File: config.mk
export PLATFORM = sky130hd
export DESIGN_NAME = interleaved_dac_port_flat
export DESIGN_NICKNAME = d
export VERILOG_FILES = /design/src/rtl/dual_dac_pkg.sv /design/src/rtl/interleaved_bus_if.sv /design/src/rtl/interleaved_dac_port.sv /design/src/flat_wrapper.sv
export VERILOG_INCLUDE_DIRS = /design/src /design/src/rtl
export SDC_FILE = /design/constraint.sdc
export NUM_CORES = 1
export LEC_CHECK = 0
export ABC_AREA = 1
export ABC_CLOCK_PERIOD_IN_PS = 1600
export BUFFER_PORTS_ARGS = -buffer_cell sky130_fd_sc_hd__buf_4
export CORE_ASPECT_RATIO = 1.1
export CORE_UTILIZATION = 55
export DETAILED_ROUTE_END_ITERATION = 6
export PLACE_DENSITY_LB_ADDON = 0.25
export SYNTH_ARGS = -nofsm -noshare
export SYNTH_HDL_FRONTEND = slang
export SYNTH_SLANG_ARGS = --single-unit
File: constraint.sdc
create_clock -name clk -period 1.6 [get_ports clk]
set_input_delay 0.32 -clock clk [delete_from_list [all_inputs] [get_ports clk]]
set_output_delay 0.32 -clock clk [all_outputs]
set_load 0.01 [all_outputs]
File: src/rtl/dual_dac_cfg.svh
// Timing and field constants for the interleaved converter port
`ifndef DUAL_DAC_CFG_SVH
`define DUAL_DAC_CFG_SVH
`define WORD_W        14
`define WORD_MSB      13
`define CODE_FULL     15'h4000
`define CODE_MAX      14'h3FFF
`define MODE_INTERLEAVED 1'b0
`define HALF_PERIOD   4'h2
`define ALIGN_CYCLES  4'h3
`endif

File: src/rtl/dual_dac_pkg.sv
// Shared types for the interleaved converter port
`default_nettype none
package dual_dac_pkg;
  typedef logic [13:0] word_t;
  typedef enum logic [1:0] {
    SRC_ALIGN  = 2'h0,
    SRC_WORD_A = 2'h1,
    SRC_WORD_B = 2'h3
  } src_state_t;
endpackage
`default_nettype wire

File: src/rtl/interleaved_bus_if.sv
// Interface joining the baseband source and the converter input port
`timescale 1ns/1ps
`default_nettype none
interface interleaved_bus_if;
  import dual_dac_pkg::*;
  logic  sharedWriteStrobe;
  logic  sharedUpdateClock;
  logic  channelSelect;
  logic  pairAlignReset;
  logic  digitalGroundPin;
  word_t busA;
  word_t busB;
  modport source (
    output sharedWriteStrobe,
    output sharedUpdateClock,
    output channelSelect,
    output pairAlignReset,
    output digitalGroundPin,
    output busA,
    output busB
  );
  modport converter (
    input sharedWriteStrobe,
    input sharedUpdateClock,
    input channelSelect,
    input pairAlignReset,
    input digitalGroundPin,
    input busA,
    input busB
  );
endinterface
`default_nettype wire

File: src/rtl/interleaved_dac_port.sv
// Converter end: interleaved input latches, halved clock and converter latches
`timescale 1ns/1ps
`default_nettype none
`include "dual_dac_cfg.svh"
module interleaved_dac_port #(
  parameter int WIDTH = `WORD_W
) (
  // Clock and reset
  input  wire logic                 clk,
  input  wire logic                 rst,
  input  wire logic                 clkEn,
  // Link from the source
  interleaved_bus_if.converter      link,
  // Converter side
  output logic [WIDTH-1:0]          convCodeA,
  output logic [WIDTH-1:0]          convCodeB,
  output logic [WIDTH-1:0]          compCodeA,
  output logic [WIDTH-1:0]          compCodeB,
  output logic                      halvedConverterClock,
  output logic                      interleavedMode,
  output logic                      pairValid
);
  import dual_dac_pkg::*;

  // ----------------------------------------
  // Edge detection of shared strobe and clock
  // ----------------------------------------
  // Previous levels reset to the idle low so no false edge follows reset
  logic wrtPrev_reg, wrtPrev_next;
  logic clkPrev_reg, clkPrev_next;
  logic mode_reg, mode_next;
  logic wrtRise, wrtFall, updRise;
  assign wrtRise = link.sharedWriteStrobe & ~wrtPrev_reg;
  assign wrtFall = ~link.sharedWriteStrobe & wrtPrev_reg;
  assign updRise = link.sharedUpdateClock & ~clkPrev_reg;

  always_comb begin
    wrtPrev_next = link.sharedWriteStrobe;
    clkPrev_next = link.sharedUpdateClock;
    mode_next    = (link.digitalGroundPin == `MODE_INTERLEAVED);
  end

  always_ff @(posedge clk) begin
    if (rst) begin
      wrtPrev_reg <= 1'b0;
      clkPrev_reg <= 1'b0;
      mode_reg    <= 1'b0;
    end else if (clkEn) begin
      wrtPrev_reg <= wrtPrev_next;
      clkPrev_reg <= clkPrev_next;
      mode_reg    <= mode_next;
    end
  end

  // ----------------------------------------
  // Pair tracking and halved converter clock
  // ----------------------------------------
  logic div_reg, div_next;
  logic gotA_reg, gotA_next;
  logic armed_reg, armed_next;
  logic pv_reg, pv_next;
  logic capA, capB, stageLoad, convLoad;
  // B bus never read here
  assign capA      = mode_reg & wrtRise & link.channelSelect;
  assign capB      = mode_reg & wrtRise & ~link.channelSelect;
  assign stageLoad = mode_reg & wrtFall;
  assign convLoad  = pv_next;

  always_comb begin
    div_next   = div_reg;
    gotA_next  = gotA_reg;
    armed_next = armed_reg;
    pv_next    = 1'b0;
    if (capA) begin
      gotA_next = 1'b1;
    end
    if (capB) begin
      if (gotA_reg) begin
        armed_next = 1'b1;
      end
      gotA_next = 1'b0;
    end
    if (link.pairAlignReset) begin
      div_next   = 1'b0;
      armed_next = 1'b0;
      gotA_next  = 1'b0;
    end else if (mode_reg && updRise && armed_reg) begin
      div_next = ~div_reg;
      pv_next  = ~div_reg;
    end
  end

  always_ff @(posedge clk) begin
    if (rst) begin
      div_reg   <= 1'b0;
      gotA_reg  <= 1'b0;
      armed_reg <= 1'b0;
      pv_reg    <= 1'b0;
    end else if (clkEn) begin
      div_reg   <= div_next;
      gotA_reg  <= gotA_next;
      armed_reg <= armed_next;
      pv_reg    <= pv_next;
    end
  end

  // ----------------------------------------
  // Channel latch paths, one per converter
  // ----------------------------------------
  // Both channels share one strobe and the halved clock
  channel_latch_path #(
    .WIDTH (WIDTH)
  ) u_channel_latch_path_a (
    .clk      (clk),
    .rst      (rst),
    .clkEn    (clkEn),
    .capture  (capA),
    .stage    (stageLoad),
    .load     (convLoad),
    .word     (link.busA[WIDTH-1:0]),
    .code     (convCodeA),
    .compCode (compCodeA)
  );

  channel_latch_path #(
    .WIDTH (WIDTH)
  ) u_channel_latch_path_b (
    .clk      (clk),
    .rst      (rst),
    .clkEn    (clkEn),
    .capture  (capB),
    .stage    (stageLoad),
    .load     (convLoad),
    .word     (link.busA[WIDTH-1:0]),
    .code     (convCodeB),
    .compCode (compCodeB)
  );

  // ----------------------------------------
  // Outputs
  // ----------------------------------------
  assign halvedConverterClock = div_reg;
  assign interleavedMode      = mode_reg;
  assign pairValid            = pv_reg;
endmodule

// ----------------------------------------
// One converter channel: input, stage and converter latches
// ----------------------------------------
module channel_latch_path #(
  parameter int WIDTH = `WORD_W
) (
  // Clock and reset
  input  wire logic             clk,
  input  wire logic             rst,
  input  wire logic             clkEn,
  // Latch controls and the shared bus word
  input  wire logic             capture,
  input  wire logic             stage,
  input  wire logic             load,
  input  wire logic [WIDTH-1:0] word,
  // Code and its complement
  output logic [WIDTH-1:0]      code,
  output logic [WIDTH-1:0]      compCode
);
  import dual_dac_pkg::*;

  logic [WIDTH-1:0] in_reg, in_next;
  logic [WIDTH-1:0] st_reg, st_next;
  logic [WIDTH-1:0] cv_reg, cv_next;
  logic [WIDTH-1:0] cmp_reg, cmp_next;

  always_comb begin
    // Input recirculates when not captured
    in_next = in_reg;
    st_next = st_reg;
    cv_next = cv_reg;
    if (capture) begin
      in_next = word;
    end
    if (stage) begin
      st_next = in_reg;
    end
    if (load) begin
      cv_next = st_reg;
    end
    // Bitwise inverse equals 16383 minus code, no subtractor needed
    cmp_next = ~cv_next;
  end

  always_ff @(posedge clk) begin
    if (rst) begin
      in_reg  <= '0;
      st_reg  <= '0;
      cv_reg  <= '0;
      cmp_reg <= '1;
    end else if (clkEn) begin
      in_reg  <= in_next;
      st_reg  <= st_next;
      cv_reg  <= cv_next;
      cmp_reg <= cmp_next;
    end
  end

  assign code     = cv_reg;
  assign compCode = cmp_reg;
endmodule
`default_nettype wire

File: src/flat_wrapper.sv
// flat-port wrapper written by rule: the top's interface ports become plain ports
module interleaved_dac_port_flat import dual_dac_pkg::*;
#(
  parameter int WIDTH = `WORD_W
)
  (clk, rst, clkEn, convCodeA, convCodeB, compCodeA, compCodeB, halvedConverterClock, interleavedMode, pairValid, link_sharedWriteStrobe, link_sharedUpdateClock, link_channelSelect, link_pairAlignReset, link_digitalGroundPin, link_busA, link_busB);
  interleaved_bus_if link_i ();
  input  wire logic clk;
  input  wire logic rst;
  input  wire logic clkEn;
  output logic [WIDTH-1:0] convCodeA;
  output logic [WIDTH-1:0] convCodeB;
  output logic [WIDTH-1:0] compCodeA;
  output logic [WIDTH-1:0] compCodeB;
  output logic halvedConverterClock;
  output logic interleavedMode;
  output logic pairValid;
  input wire logic [$bits(link_i.sharedWriteStrobe)-1:0] link_sharedWriteStrobe;
  input wire logic [$bits(link_i.sharedUpdateClock)-1:0] link_sharedUpdateClock;
  input wire logic [$bits(link_i.channelSelect)-1:0] link_channelSelect;
  input wire logic [$bits(link_i.pairAlignReset)-1:0] link_pairAlignReset;
  input wire logic [$bits(link_i.digitalGroundPin)-1:0] link_digitalGroundPin;
  input wire logic [$bits(link_i.busA)-1:0] link_busA;
  input wire logic [$bits(link_i.busB)-1:0] link_busB;
  assign link_i.sharedWriteStrobe = link_sharedWriteStrobe;
  assign link_i.sharedUpdateClock = link_sharedUpdateClock;
  assign link_i.channelSelect = link_channelSelect;
  assign link_i.pairAlignReset = link_pairAlignReset;
  assign link_i.digitalGroundPin = link_digitalGroundPin;
  assign link_i.busA = link_busA;
  assign link_i.busB = link_busB;
  interleaved_dac_port #(.WIDTH(WIDTH)) u_core (.clk(clk), .rst(rst), .clkEn(clkEn), .link(link_i), .convCodeA(convCodeA), .convCodeB(convCodeB), .compCodeA(compCodeA), .compCodeB(compCodeB), .halvedConverterClock(halvedConverterClock), .interleavedMode(interleavedMode), .pairValid(pairValid));
endmodule
==> flow_summary_export.csv, run 1 <==
group,metric,value,unit
worst_setup_path,path_depth,5,
place,hpwl,7.57,mm
timing,max_freq,682,MHz
clocking,cts_root_buf,"clkbuf_8",
clocking,clk_pin_slew,0.06,ns
clocking,cts.sinks,119,
worst_setup_path,r2r_cells,5,
cells_and_area,drive_gt1_frac,0.175,
worst_setup_path,crit_family,"simple AND/OR/NAND/NOR gates",
synth,ys_ff_latch,119,
synth,synthFlopType,"dfxtp_1",
worst_setup_path,arrival,1.86,ns
clocking,h-tree-depth,4,
timing,timing.final.ws_setup,0.133,ns
routing,drc_errors,0,
floorplanning,fp.coreArea,8450,um^2
timing,finClkSkew,0.00447,ns
timing,hold_viol,0,
worst_setup_path,endpoint_kind,"flop",
clocking,cts_buffers,17,
floorplanning,start_util,0.573,
status,status,"finished, final reports clean",
routing,wire_per_inst,13.8,um
floorplanning,dieArea,9190,um^2
cells_and_area,antenna_cells,0,
min_path,hp-start,"link_sharedWriteStrobe",
routing,wirelength,12.1,mm
routing,ant_nets,0,
synth,yosysSeqAreaShare,0.492,
timing,worstMarginPinSlew,0.407,ns
power_and_ir_drop,ir_worst_vdd,0.753,mV
timing,period_minus_slack,1.47,ns
synth,syn_avg_cell_area,7.09,um^2
floorplanning,die_w,91.5,um
worst_setup_path,critPathMaxFanout,14,
worst_setup_path,cp_common_cell,"nand2_1",
timing,min_period_over_period,0.917,
synth,synth.distinct_cells,19,
worst_setup_path,worstPathCellList,"nand2_1 -> nor3_2 -> nand2_1 -> nand2_1 -> a21oi_1",
clocking,clkLatencyLatePin,0.52,ns
worst_setup_path,timing.critical_path.buf_inv,0,
cells_and_area,area_growth_syn_to_layout,29.3,%
min_path,hold_path_class,"in2reg",
cells_and_area,final_cells,875,
synth,async_flop_share,0,
cells_and_area,final_nets,787,
worst_setup_path,reg2reg_slack,0.13,ns
worst_setup_path,crit_path_max_incr_delay,0.41,ns
min_path,min_to,"u_core.wrtPrev_reg$_SDFFE_PP0P_",
cells_and_area,mostFrequentLayoutCell,"nand2_1",
job,drv_cap,0,
timing,setup_viol,0,
synth,netlist_area,4840,um^2
timing,holdWs,0.0690,ns
global_route,grt.overflow.total,0,
synth,netlist_instances,683,
place,placed_cells,842,
place,post-place-ws,0.148,ns
synth,yosys_warnings,0,
routing,dr.first_iter.drc_count,386,
place,io_buffers,80,
place,place_congestion,0.837,
clocking,cts_tree,"done",
worst_setup_path,crit_slowest_cell,"dfxtp_1",
power_and_ir_drop,power_leakage,2.83,nW
synth,synth-edff-count,0,
global_route,grt_pass1_wl,20.2,mm
timing,final_max_slew_viol_count,0,
clocking,clockBufferDepth,2,
routing,drtPass1Iterations,5,
worst_setup_path,crit_required,1.99,ns
synth,syn_nets,719,
worst_setup_path,startpoint_type,"flop",
cells_and_area,n_fill_cell,606,
global_route,antenna_found_initial,0,
worst_setup_path,regToRegEndpoint,"u_core.u_channel_latch_path_a.in_reg[5]$_SDFFE_PP0P_",
cells_and_area,layout_common_cells,"161 x nand2_1, 119 x dfxtp_1, 110 x inv_1, 90 x buf_4",
worst_setup_path,reg2reg_from,"u_core.interleavedMode$_SDFFE_PP0P_",
global_route,grt_pass1_vias,4256,
floorplanning,dieHeight,100,um
global_route,grt_max_degree,57,
routing,avgViaCountPerCell,5.23,
worst_setup_path,critPathKind,"reg2reg",
power_and_ir_drop,p_per_area,1260,nW/um^2
timing,slew_headroom,0.728,
global_route,grtUsageTotal,0.279,
min_path,whs_path_depth,3,
floorplanning,io_pins,95,
routing,vias,4579,
floorplanning,rows,35,
report_power, final:
group	switching, mW	internal (mW)	total, mW
combinational	0.266	0.171	0.437
clock	1.40	3.01	4.41
sequential	0.0325	3.02	3.06
total	1.69	6.21	7.90
cell usage after synthesis, types with 2 or more instances:
| cell type | count | area [um^2] |
|---|---|---|
| nand4_1 | 28 | 175 |
| clkbuf_1 | 18 | 67.6 |
| nor2_2 | 2 | 12.5 |
| nand2_1 | 162 | 608 |
| dfxtp_1 | 119 | 2380 |
| o21ai_0 | 32 | 160 |
| a21oi_1 | 72 | 360 |
| buf_2 | 23 | 115 |
| buf_1 | 5 | 18.8 |
| nand3_1 | 72 | 360 |
| inv_1 | 110 | 413 |
| nor2_1 | 33 | 124 |
area by class of cell:
class                      instances  area (um^2)  area share
clock inverter                    15          274      0.0437
sequential                       119         2380       0.380
clock buffer                      17          414      0.0661
inverter                         112          420      0.0671
multi-input combinational        404         1830       0.292
tap                              111          139      0.0222
timing repair buffer              97          806       0.129
kinds of logic after synthesis:
logic type / synth area share
flops: 0.492
simple gates: 0.268
compound gates: 0.109
buf+inv: 0.131
metal layers:
layer,track usage,wire [um]
met1,0.371,5390
met3,0.0621,747
met4,0.0965,210
met2,0.451,5750
met5,0,0
through the flow:
step           TNS [ns]  power, mW   util  area (um^2)
3_3_place_gp          0       3.53  0.658         5570
5_1_grt         -0.0113       8.11  0.741         6270
2_1_floorplan         0       3.37      -         4840
6_report              0       7.90  0.741         6270
3_5_place_dp          0       3.55  0.658         5570
4_1_cts               0       7.91  0.741         6260
worst max-delay path by stage:
stage	slack, ns	start	end
after floorplan	0.33	u_core.interleavedMode$_SDFFE_PP0P_	u_core.u_channel_latch_path_b.compCode[10]$_SDFFE_PP1P_
after detailed placement	0.15	clkEn	u_core.u_channel_latch_path_b.in_reg[7]$_SDFFE_PP0P_
after global routing	-0.006	u_core.interleavedMode$_SDFFE_PP0P_	u_core.u_channel_latch_path_a.in_reg[5]$_SDFFE_PP0P_
after CTS	0.1	u_core.interleavedMode$_SDFFE_PP0P_	u_core.u_channel_latch_path_b.in_reg[5]$_SDFFE_PP0P_
final	0.13	u_core.interleavedMode$_SDFFE_PP0P_	u_core.u_channel_latch_path_a.in_reg[5]$_SDFFE_PP0P_
after global placement	0.19	clkEn	u_core.u_channel_latch_path_b.in_reg[10]$_SDFFE_PP0P_
tightest hold or removal path, cell delays in order:
cell and delay [ns]:
buf_4 0.08, nor2_1 0.04, nor2_1 0.10
what timing repair did:
item / CTS / global route
buffers inserted: 0 / 0
endpoints found under the setup margin: 0 / 11
resized for setup: 0 / 1
hold buffers: 1 / 0
hold endpoints to repair: 1 / 0
No activity file was read; power rests on OpenSTA's default activity.
==> run 2: changes to the inputs <==
SETUP_SLACK_MARGIN = 0.15   (was unset)
==> flow_summary_export.csv, run 2 (synthesis results as in run 1) <==
group,metric,value,unit
worst_setup_path,r2r_cells,5,
clocking,cts_tree,"done",
worst_setup_path,arrival,1.07,ns
cells_and_area,n_fill_cell,605,
routing,wire_per_inst,13.9,um
clocking,cts.sinks,119,
worst_setup_path,timing.critical_path.buf_inv,1,
worst_setup_path,critPathKind,"reg2out",
clocking,clk_pin_slew,0.06,ns
clocking,cts_buffers,17,
worst_setup_path,path_depth,1,
power_and_ir_drop,ir_worst_vdd,0.760,mV
place,io_buffers,80,
cells_and_area,final_nets,787,
worst_setup_path,regToRegEndpoint,"u_core.u_channel_latch_path_b.in_reg[4]$_SDFFE_PP0P_",
clocking,h-tree-depth,4,
cells_and_area,final_util,0.743,
cells_and_area,layout_common_cells,"160 x nand2_1, 118 x dfxtp_1, 110 x inv_1, 90 x buf_4",
job,drv_cap,0,
power_and_ir_drop,p_per_area,1260,nW/um^2
global_route,grt_pass1_vias,4261,
cells_and_area,drive_gt1_frac,0.178,
worst_setup_path,endpoint_kind,"primary output",
routing,dr.first_iter.drc_count,360,
floorplanning,rows,35,
clocking,clkLatencyLatePin,0.52,ns
worst_setup_path,worstPathCellList,"buf_4",
place,place_congestion,0.837,
global_route,grt.overflow.total,0,
floorplanning,dieArea,9190,um^2
cells_and_area,area_growth_syn_to_layout,29.6,%
status,status,"finished, final reports clean",
worst_setup_path,crit_family,"flip-flops",
floorplanning,io_pins,95,
timing,period_minus_slack,1.39,ns
cells_and_area,antenna_cells,0,
timing,setup_viol,0,
routing,drtPass1Iterations,6,
timing,worstMarginPinSlew,0.349,ns
routing,avgViaCountPerCell,5.24,
timing,min_period_over_period,0.868,
routing,drc_errors,0,
routing,vias,4583,
global_route,grtUsageTotal,0.280,
floorplanning,die_w,91.5,um
cells_and_area,final_cells,875,
min_path,hold_path_class,"in2reg",
floorplanning,dieHeight,100,um
worst_setup_path,critPathMaxFanout,3,
global_route,grt_max_degree,57,
worst_setup_path,crit_start,"u_core.halvedConverterClock$_SDFFE_PP0P_",
place,placed_cells,842,
power_and_ir_drop,power_leakage,2.84,nW
global_route,antenna_found_initial,0,
clocking,clockBufferDepth,2,
timing,finClkSkew,0.00425,ns
timing,max_freq,720,MHz
worst_setup_path,crit_required,1.28,ns
floorplanning,start_util,0.573,
routing,ant_nets,0,
timing,slew_headroom,0.767,
worst_setup_path,crit_end,"halvedConverterClock",
worst_setup_path,crit_slowest_cell,"dfxtp_1",
worst_setup_path,crit_path_max_incr_delay,0.40,ns
timing,hold_viol,0,
routing,wirelength,12.2,mm
clocking,cts_root_buf,"clkbuf_8",
place,hpwl,7.57,mm
worst_setup_path,startpoint_type,"flop",
floorplanning,fp.coreArea,8450,um^2
timing,fin_setup_tns,0,ns
worst_setup_path,reg2reg_slack,0.25,ns
timing,final_max_slew_viol_count,0,
worst_setup_path,reg2reg_from,"u_core.interleavedMode$_SDFFE_PP0P_",
timing,rsz0062_at_grt,"no",
cells_and_area,mostFrequentLayoutCell,"nand2_1",
global_route,grt_pass1_wl,20.2,mm
[run 2: power breakdown]
part	leakage, nW	internal [mW]	switching [mW]	total, mW
Combinational	1.54	0.172	0.267	0.439
Clock	0.329	3.01	1.40	4.41
Sequential	0.966	3.02	0.0329	3.06
[run 2: worst min path at each step]
stage | cells past startpoint | startpoint | endpoint
after floorplan | 1 | link_digitalGroundPin | u_core.interleavedMode$_SDFFE_PP0P_
after global placement | 2 | u_core.u_channel_latch_path_a.st_reg[4]$_SDFFE_PP0P_ | u_core.u_channel_latch_path_a.st_reg[4]$_SDFFE_PP0P_
after detailed placement | 2 | u_core.armed_reg$_SDFFE_PP0P_ | u_core.armed_reg$_SDFFE_PP0P_
after CTS | 3 | link_sharedWriteStrobe | u_core.wrtPrev_reg$_SDFFE_PP0P_
after global routing | 3 | link_busA[9] | u_core.u_channel_latch_path_b.in_reg[9]$_SDFFE_PP0P_
final | 3 | link_sharedWriteStrobe | u_core.wrtPrev_reg$_SDFFE_PP0P_
[run 2: cell type report]
| type | count | area, um^2 | share of cell area |
|---|---|---|---|
| clock buffers | 17 | 414 | 0.0659 |
| flip-flops and latches | 119 | 2380 | 0.379 |
| repair buffers | 97 | 806 | 0.128 |
| multi-input cells | 404 | 1840 | 0.294 |
| clock inverters | 15 | 274 | 0.0436 |
| inverters | 112 | 420 | 0.0669 |
| well taps | 111 | 139 | 0.0221 |
[run 2: repair_timing]
action	in CTS	in global routing
buffers inserted	0	0
pin swaps	0	0
setup endpoints to repair	7	60
gates cloned	0	0
hold buffers	1	0
endpoints found under the hold margin	1	0
gates resized for setup	1	4
[run 2: metal layers]
layer	global-route usage	share of wire	up-vias
met2	0.448	0.48	159
li1	-	-	2286
met4	0.100	0.018	0
met5	0	0	-
met3	0.0629	0.055	26
met1	0.373	0.45	2112
[run 2: metrics by stage]
| step | setup slack, ns | power (mW) | cell area, um^2 | hold slack (ns) |
|---|---|---|---|---|
| 3_5_place_dp | 0.148 | 3.55 | 5570 | 0.442 |
| 5_1_grt | 0.143 | 8.12 | 6280 | 0.0840 |
| 4_1_cts | 0.151 | 7.91 | 6270 | 0.0567 |
| 6_report | 0.211 | 7.90 | 6280 | 0.0657 |
| 2_1_floorplan | 0.331 | 3.37 | 4840 | 0.414 |
| 3_3_place_gp | 0.189 | 3.53 | 5570 | 0.441 |
